--- config.mk ---
export PLATFORM = sky130hd
export DESIGN_NAME = mcil_interlock
export DESIGN_NICKNAME = d
export VERILOG_FILES = /design/src/mcil_pkg.sv /design/src/mcil_busy_counter.sv /design/src/mcil_interlock.sv
export SDC_FILE = /design/constraint.sdc
export NUM_CORES = 1
export LEC_CHECK = 0
export BUFFER_PORTS_ARGS = -buffer_cell sky130_fd_sc_hd__buf_2
export CORE_MARGIN = 2
export CORE_UTILIZATION = 50
export CTS_BUF_LIST = sky130_fd_sc_hd__clkbuf_16
export DETAILED_ROUTE_END_ITERATION = 6
export PLACE_DENSITY_LB_ADDON = 0.05
export REMOVE_ABC_BUFFERS = 1
export SYNTH_ARGS = -nofsm -noshare
export SYNTH_HDL_FRONTEND = slang
export SYNTH_HIERARCHICAL = 1
export SYNTH_SLANG_ARGS = --single-unit
--- constraint.sdc ---
create_clock -name mclk -period 2.9 [get_ports mclk]
set_clock_uncertainty 0.1 [all_clocks]
set_input_delay 0.87 -clock mclk [delete_from_list [all_inputs] [get_ports mclk]]
set_output_delay 0.87 -clock mclk [all_outputs]
set_load 0.05 [all_outputs]
--- src/mcil_pkg.sv ---
// Shared types and constants for the multiplier contention interlock.
// Assumes a single CPU clock domain; decode supplies one instruction class per slot.
package mcil_pkg;

    // ************************************************************
    // Instruction classes seen at decode
    // ************************************************************
    typedef enum logic [3:0] {
        CLS_OTHER                   = 4'h0,
        CLS_SIGNED_WORD_MULTIPLY    = 4'h1,
        CLS_WORD_MAC                = 4'h2,
        CLS_LONG_MAC                = 4'h3,
        CLS_SIGNED_DOUBLE_MULTIPLY  = 4'h4,
        CLS_UNSIGNED_DOUBLE_MULTIPLY= 4'h5,
        CLS_LONG_MULTIPLY           = 4'h6,
        CLS_MAC_LOAD_FROM_MEMORY    = 4'h7,
        CLS_MAC_LOAD_FROM_REGISTER  = 4'h8,
        CLS_MAC_STORE_TO_MEMORY     = 4'h9,
        CLS_MAC_STORE_TO_REGISTER   = 4'ha
    } mcil_class_t;

    // ************************************************************
    // Sequencer states, one-hot
    // ************************************************************
    typedef enum logic [3:0] {
        ST_IDLE    = 4'b0001,
        ST_EX      = 4'b0010,
        ST_MA_BUS  = 4'b0100,
        ST_MA_MULT = 4'b1000
    } mcil_state_t;

    // ************************************************************
    // Carriers
    // ************************************************************
    typedef struct packed {
        logic        valid;
        mcil_class_t cls;
    } mcil_decode_t;

    typedef struct packed {
        logic ex_active;
        logic ma_bus_req;
        logic ma_fetch_contend;
        logic ma_stretch;
        logic mult_busy;
    } mcil_status_t;

    // ************************************************************
    // Timing counts, in clock cycles
    // ************************************************************
    localparam int          BUSY_W            = 3;
    localparam logic [2:0]  MM_DOUBLE_CYCLES  = 3'h4;
    localparam logic [2:0]  MM_LONG_MAC_CYCLES= 3'h4;
    localparam logic [2:0]  MM_WORD_CYCLES    = 3'h2;
    localparam logic [2:0]  MM_WORD_MAC_CYCLES= 3'h2;
    localparam logic [2:0]  MM_NONE           = 3'h0;
    localparam logic [2:0]  BUSY_RESET        = 3'h0;

endpackage

--- src/mcil_busy_counter.sv ---
// Multiplier busy countdown.
// Assumes load comes from the sequencer on the same clock.
`timescale 1ns/1ps
`default_nettype none
module mcil_busy_counter
(
    // Clock and reset
    input  wire logic                          mclk,
    input  wire logic                          nrst,
    // Load from the multiplier-access stage
    input  wire logic                          load,
    input  wire logic [mcil_pkg::BUSY_W-1:0]   load_value,
    // State
    output logic                               busy,
    output logic [mcil_pkg::BUSY_W-1:0]        count
);

    logic [mcil_pkg::BUSY_W-1:0] next_count;

    // Counts on every clock, so the busy time ignores slot stretching
    always_comb
    begin
        next_count = count;
        if (load)
        begin
            next_count = load_value;
        end
        else if (count != mcil_pkg::MM_NONE)
        begin
            next_count = count - 3'h1;
        end
    end

    always_ff @(posedge mclk or negedge nrst)
    begin
        if (!nrst)
        begin
            count <= mcil_pkg::BUSY_RESET;
        end
        else
        begin
            count <= next_count;
        end
    end

    assign busy = (count != mcil_pkg::MM_NONE);

endmodule // mcil_busy_counter
`default_nettype wire

--- src/mcil_interlock.sv ---
// Multiplier contention interlock: sequences the tail stages of each
// instruction after decode and holds multiplier-access stages while busy.
// Assumes decode, fetch and the memory bus run on mclk; bus slot splitting
// between fetch and memory access is arbitrated outside and seen via mem_ready.
//
// Summary of operation
// - MAC loads from memory get no extra memory-access stage; their one stage reaches the multiplier.
// - MAC load multiplier stage stretches while the word multiply is busy; one slot.
// - The MAC load memory-access stage requests the bus, competing with fetch.
// - Double multiplies run EX, two memory stages; the second hands work over.
// - After a double multiply's access stage, multiplier stays busy four cycles.
// - Decode after a double multiply is held for one slot.
// - Both double multiply memory stages share slots with fetch by normal splitting.
// - Without a multiplier user next, double multiply acts as five-stage instruction.
// - Contention handling applies to every multiplier user following a double multiply.
// - Long MAC second memory stage stretches while multiplier busy, for as many cycles as the countdown has left.
// - Two unrelated instructions between double multiply and long MAC avoid stalls.
`timescale 1ns/1ps
`default_nettype none
module mcil_interlock
(
    // Clock and reset
    input  wire logic                   mclk,
    input  wire logic                   nrst,
    // Decode stage
    input  wire mcil_pkg::mcil_decode_t decode,
    output logic                        id_stall,
    // Memory bus
    input  wire logic                   fetch_req,
    input  wire logic                   mem_ready,
    // Multiplier hand-over
    output logic                        mult_start,
    output logic [mcil_pkg::BUSY_W-1:0] mult_cycles,
    // Sequencer state
    output mcil_pkg::mcil_status_t      status,
    output mcil_pkg::mcil_class_t       exec_class,
    output logic                        retire
);

    // ************************************************************
    // Class decoding
    // ************************************************************
    function automatic logic is_double(input mcil_pkg::mcil_class_t c);
        return (c == mcil_pkg::CLS_SIGNED_DOUBLE_MULTIPLY) ||
               (c == mcil_pkg::CLS_UNSIGNED_DOUBLE_MULTIPLY) ||
               (c == mcil_pkg::CLS_LONG_MULTIPLY);
    endfunction

    // Classes with two memory-access stages, the second being the multiplier access
    function automatic logic has_two_ma(input mcil_pkg::mcil_class_t c);
        return is_double(c) ||
               (c == mcil_pkg::CLS_LONG_MAC) ||
               (c == mcil_pkg::CLS_WORD_MAC);
    endfunction

    // Classes whose final stage touches the multiplier
    function automatic logic uses_multiplier(input mcil_pkg::mcil_class_t c);
        return (c != mcil_pkg::CLS_OTHER);
    endfunction

    // Busy time started when the access stage ends; zero for MAC moves
    function automatic logic [mcil_pkg::BUSY_W-1:0] mm_cycles(input mcil_pkg::mcil_class_t c);
        logic [mcil_pkg::BUSY_W-1:0] v;
        v = mcil_pkg::MM_NONE;
        unique case (c)
            mcil_pkg::CLS_SIGNED_DOUBLE_MULTIPLY,
            mcil_pkg::CLS_UNSIGNED_DOUBLE_MULTIPLY,
            mcil_pkg::CLS_LONG_MULTIPLY:        v = mcil_pkg::MM_DOUBLE_CYCLES;
            mcil_pkg::CLS_LONG_MAC:             v = mcil_pkg::MM_LONG_MAC_CYCLES;
            mcil_pkg::CLS_WORD_MAC:             v = mcil_pkg::MM_WORD_MAC_CYCLES;
            mcil_pkg::CLS_SIGNED_WORD_MULTIPLY: v = mcil_pkg::MM_WORD_CYCLES;
            default:                            v = mcil_pkg::MM_NONE;
        endcase
        return v;
    endfunction

    // ************************************************************
    // Sequencer state
    // ************************************************************
    mcil_pkg::mcil_state_t state;
    mcil_pkg::mcil_state_t next_state;
    mcil_pkg::mcil_class_t cur_cls;
    mcil_pkg::mcil_class_t next_cur_cls;
    logic                  dmul_hold;
    logic                  next_dmul_hold;

    logic                  mult_busy;
    logic [mcil_pkg::BUSY_W-1:0] busy_count;
    logic                  mult_go;
    logic                  free;
    logic                  issue;
    logic                  finish;
    logic                  busy_load;
    logic [mcil_pkg::BUSY_W-1:0] busy_value;

    // ************************************************************
    // Busy countdown
    // ************************************************************
    mcil_busy_counter u_busy
    (
        .mclk       (mclk),
        .nrst       (nrst),
        .load       (busy_load),
        .load_value (busy_value),
        .busy       (mult_busy),
        .count      (busy_count)
    );

    // ************************************************************
    // Stage advance
    // ************************************************************
    // The access stage waits for the countdown and, since every access
    // stage is a bus cycle, for the memory bus as well.
    assign mult_go = (state == mcil_pkg::ST_MA_MULT) && !mult_busy && mem_ready;

    always_comb
    begin
        next_state     = state;
        next_cur_cls   = cur_cls;
        next_dmul_hold = 1'b0;
        finish         = 1'b0;
        busy_load      = 1'b0;
        busy_value     = mcil_pkg::MM_NONE;
        unique case (state)
            mcil_pkg::ST_IDLE:
            begin
                next_state = mcil_pkg::ST_IDLE;
            end
            mcil_pkg::ST_EX:
            begin
                if (has_two_ma(cur_cls))
                begin
                    next_state = mcil_pkg::ST_MA_BUS;
                end
                else if (uses_multiplier(cur_cls))
                begin
                    next_state = mcil_pkg::ST_MA_MULT;
                end
                else
                begin
                    next_state = mcil_pkg::ST_IDLE;
                    finish     = 1'b1;
                end
            end
            mcil_pkg::ST_MA_BUS:
            begin
                // First memory stage never waits for the multiplier
                if (mem_ready)
                begin
                    next_state = mcil_pkg::ST_MA_MULT;
                end
            end
            mcil_pkg::ST_MA_MULT:
            begin
                // Held in place while busy: the stretch lasts until the countdown expires, one or more cycles
                if (mult_go)
                begin
                    next_state = mcil_pkg::ST_IDLE;
                    finish     = 1'b1;
                    busy_load  = (mm_cycles(cur_cls) != mcil_pkg::MM_NONE);
                    busy_value = mm_cycles(cur_cls);
                    next_dmul_hold = is_double(cur_cls);
                end
            end
            default:
            begin
                next_state = mcil_pkg::ST_IDLE;
            end
        endcase

        // A finishing double multiply refuses its follower in that cycle too,
        // so the hold lands on the immediate follower and not the one after.
        free  = finish || (state == mcil_pkg::ST_IDLE);
        issue = decode.valid && free && !dmul_hold && !next_dmul_hold;
        if (issue)
        begin
            next_state   = mcil_pkg::ST_EX;
            next_cur_cls = decode.cls;
        end
        else if (finish || (state == mcil_pkg::ST_IDLE))
        begin
            next_cur_cls = mcil_pkg::CLS_OTHER;
        end
    end

    always_ff @(posedge mclk or negedge nrst)
    begin
        if (!nrst)
        begin
            state     <= mcil_pkg::ST_IDLE;
            cur_cls   <= mcil_pkg::CLS_OTHER;
            dmul_hold <= 1'b0;
        end
        else
        begin
            state     <= next_state;
            cur_cls   <= next_cur_cls;
            dmul_hold <= next_dmul_hold;
        end
    end

    // ************************************************************
    // Outputs
    // ************************************************************
    // A follower that never reaches ST_MA_MULT never looks at the
    // countdown, so an unrelated instruction meets only the double multiply decode hold.
    assign id_stall = !free || dmul_hold || next_dmul_hold;

    // Any multiplier user reaches ST_MA_MULT and meets the countdown,
    // so spacing a double multiply's follower by two unrelated instructions lets it expire first.
    assign status.ma_stretch = (state == mcil_pkg::ST_MA_MULT) && mult_busy;

    assign status.ex_active  = (state == mcil_pkg::ST_EX);
    assign status.ma_bus_req = (state == mcil_pkg::ST_MA_BUS) ||
                               (state == mcil_pkg::ST_MA_MULT);
    assign status.ma_fetch_contend = status.ma_bus_req && fetch_req;
    assign status.mult_busy  = mult_busy;

    assign mult_start  = busy_load;
    assign mult_cycles = busy_value;
    assign retire      = finish;
    assign exec_class  = cur_cls;

endmodule // mcil_interlock
`default_nettype wire

==> impl_metrics.tcl <==
set metrics [dict create \
    hold_buffers 0 \
    ir_drop_v 0.000785 \
    finalSetupViolations 1 \
    synth_cell_type_count 36 \
    vias 872 \
    row_count 14 \
    syn-cell-area_sq_um 855 \
    grt_use_met2_pct 39.1 \
    async_flop_share_pct 100 \
    wirelength_mm 2.45 \
    ys_warn_count 6 \
    dp_slack_ps -30.5 \
    netlist_top_cells_area "dfrtp_1 32%, inv_1 4.8%, mux2i_1 4.7%" \
    grt_first_pass_wirelength_mm 3.49 \
    start_kind "flip-flop" \
    start_util_pct 54.8 \
    die_x_microns 45.3 \
    cts.path.max_buffers 2 \
    status "finished, violations left" \
    criticalPathCategory "reg -> out" \
    layout.nets 150 \
    layout-drive-gt1-share_pct 44.2 \
    syn-mean-instance-area_sq_um 8.90 \
    grtUsageMet1_pct 30.4 \
    use_met3_pct 4.00 \
    seq_area_frac_synth_pct 35.3 \
    cp_data_required_time_ps 1930 \
    portBuffers 22 \
    place_congestion 0.770 \
    fmax_mhz 337 \
    globalRouteTotalUtil_pct 24.0 \
    clock_latency_ps 240 \
    antenna_found_initial 0 \
    first_pass_iters 4 \
    gr-total-overflow 0 \
    final_area_sq_um 1270 \
    final-hold-violation-count 0 \
    core_sq_um 1560 \
    cts_tree "yes" \
    drc 0 \
    min_period_over_period_pct 102 \
    crit_path_start "state[2]$_DFFE_PN0P_" \
    rsz0062_at_grt "true" \
    r2r-start "u_busy/count[1]$_DFFE_PN0P_" \
    grt_start_max_net_pins 13 \
    critPathMaxFanout 5 \
    worst_setup_path_end_kind "output pin" \
    relSlewSlack_pct 49.1 \
    synth_edf_count 0 \
    p_total_mw 1.38 \
    vias_per_cell 5.66 \
    ios 24 \
    synth-seq-cells 12 \
    ant_nets 0 \
    wl_per_cell_microns 15.9 \
    yosysTopAreaCellShare_pct 32.2 \
    syn_to_final_growth_pct 48.2 \
    post-route-min-period_ps 2970 \
    post_dp_cell_area_sq_um 1070 \
    r2r.worst_path.cells 9 \
    fp.dieH_microns 45.3 \
    power_leakage_nw 0.630 \
    antennaDiodeCount 0 \
    path_clk_slew_ps 50 \
    grt.busiest_layer "met2" \
    violations "negative setup slack" \
    cts_made_buffers 3 \
    rrSetupSlack_ps 740 \
    cp_data_arrival_time_ps 2000 \
    synth_flop_cell "dfrtp_1" \
    maxSlewViolCount 0 \
    worstHoldPathType "in -> async" \
    dp_hpwl_mm 1.52 \
    cap_viol_max_count 0 \
    grt_pass1_vias 766 \
    synth_largest_area_cell "dfrtp_1" \
    worst_slack_ps -65.2 \
    h-tree-depth 1 \
    synthCells 96 \
    cts_root_buf "clkbuf_16" \
    worstMarginPinSlew_ps 744 \
    powerDensity_nw_per_um2 1090 \
    cts_sinks 12 \
    die_area_sq_um 2060 \
    utilization_pct 81.2 \
    drt_iter0_drc 31 \
]
[power breakdown]
part,internal [mW],total [mW],switching (mW)
Sequential,0.237,0.303,0.0664
Combinational,0.334,0.817,0.483
Clock,0.182,0.256,0.0740
Total,0.753,1.38,0.623
[cell usage in the layout, fill, tap and decap left out, types with 3 or more instances in the layout]
cell	Yosys	layout
dfrtp_1	11	10
a21oi_1	3	3
nor3_1	5	3
nor2_1	3	3
nand2_1	9	8
xnor2_1	4	4
buf_4	3	22
nor2b_1	6	6
inv_1	11	12
clkbuf_16	0	3
mux2i_1	4	4
buf_6	1	3
buf_2	0	18
nand2b_1	5	3
[cell usage after synthesis, types with 2 or more instances]
| library cell | n |
|---|---|
| a21oi_1 | 3 |
| and2_1 | 2 |
| buf_4 | 3 |
| clkbuf_1 | 2 |
| dfrtp_1 | 11 |
| ha_1 | 2 |
| inv_1 | 11 |
| mux2i_1 | 4 |
| nand2_1 | 9 |
| nand2b_1 | 5 |
| nor2_1 | 3 |
| nor2b_1 | 6 |
| nor3_1 | 5 |
| nor4b_1 | 4 |
| o21ai_0 | 2 |
| xnor2_1 | 4 |
[layout make-up]
class                           instances  area (sq um)
Clock buffer                            3          75.1
Clock inverter                          1          3.75
Fill cell                              91           293
Inverter                               11          41.3
Multi-Input combinational cell         68           534
Sequential cell                        12           303
Tap cell                               16          20.0
Timing Repair Buffer                   43           289
[per-stage QoR]
stage / instances / hold slack, ps / setup TNS, ps
final: 154 / 400 / -65.2
after global routing: 154 / 416 / -229
after CTS: 151 / 411 / -79.0
after detailed placement: 145 / 485 / -59.0
after global placement: 145 / 478 / -20.7
after floorplan: 91 / 442 / -4280
[cells by family after synthesis]
kind of cell / count (synthesis) / share of synthesized area, %
AO/OA/AOI/OAI: 13 / 12.3
multiplexers: 4 / 4.69
adder cells (fa/ha/maj): 2 / 2.93
other: 1 / 0.439
XOR/XNOR: 4 / 4.10
flip-flops: 12 / 35.3
AND/OR/NAND/NOR: 43 / 30.6
buffers and inverters: 17 / 9.66
[critical path: stages, from the launching register on]
cell and delay (ps):
dfrtp_1 420, or4b_4 580, o22ai_4 190, nor2_2 80
or3_1 330, buf_6 160
[metal layers]
metal	wire length (microns)	vias up
met5	0	-
met4	39	0
met3	129	6
met2	1240	40
met1	1040	415
li1	-	411
[state kept, by name, summed over array words and instances, names as in the netlist]
| name | flops |
|---|---|
| dmul_hold | 1 |
| exec_class | 4 |
| state | 4 |
| u_busy/count | 3 |
[final timing paths]
path | endpoint
max in group asynchronous | state[0]$_DFFE_PN1P_
hold reg to reg | state[2]$_DFFE_PN0P_
setup reg to reg | u_busy/count[0]$_DFFE_PN0P_
min in group mclk | state[2]$_DFFE_PN0P_
hold / removal | dmul_hold$_DFF_PN0_
setup / recovery | id_stall
[repair_timing]
action,4_1_cts,5_1_grt
pin swaps,0,5
endpoints found under the hold margin,0,0
setup buffers,2,3
endpoints found under the setup margin,4,5
resized for setup,9,11
Note: power is estimated with default switching activity, not from simulation.
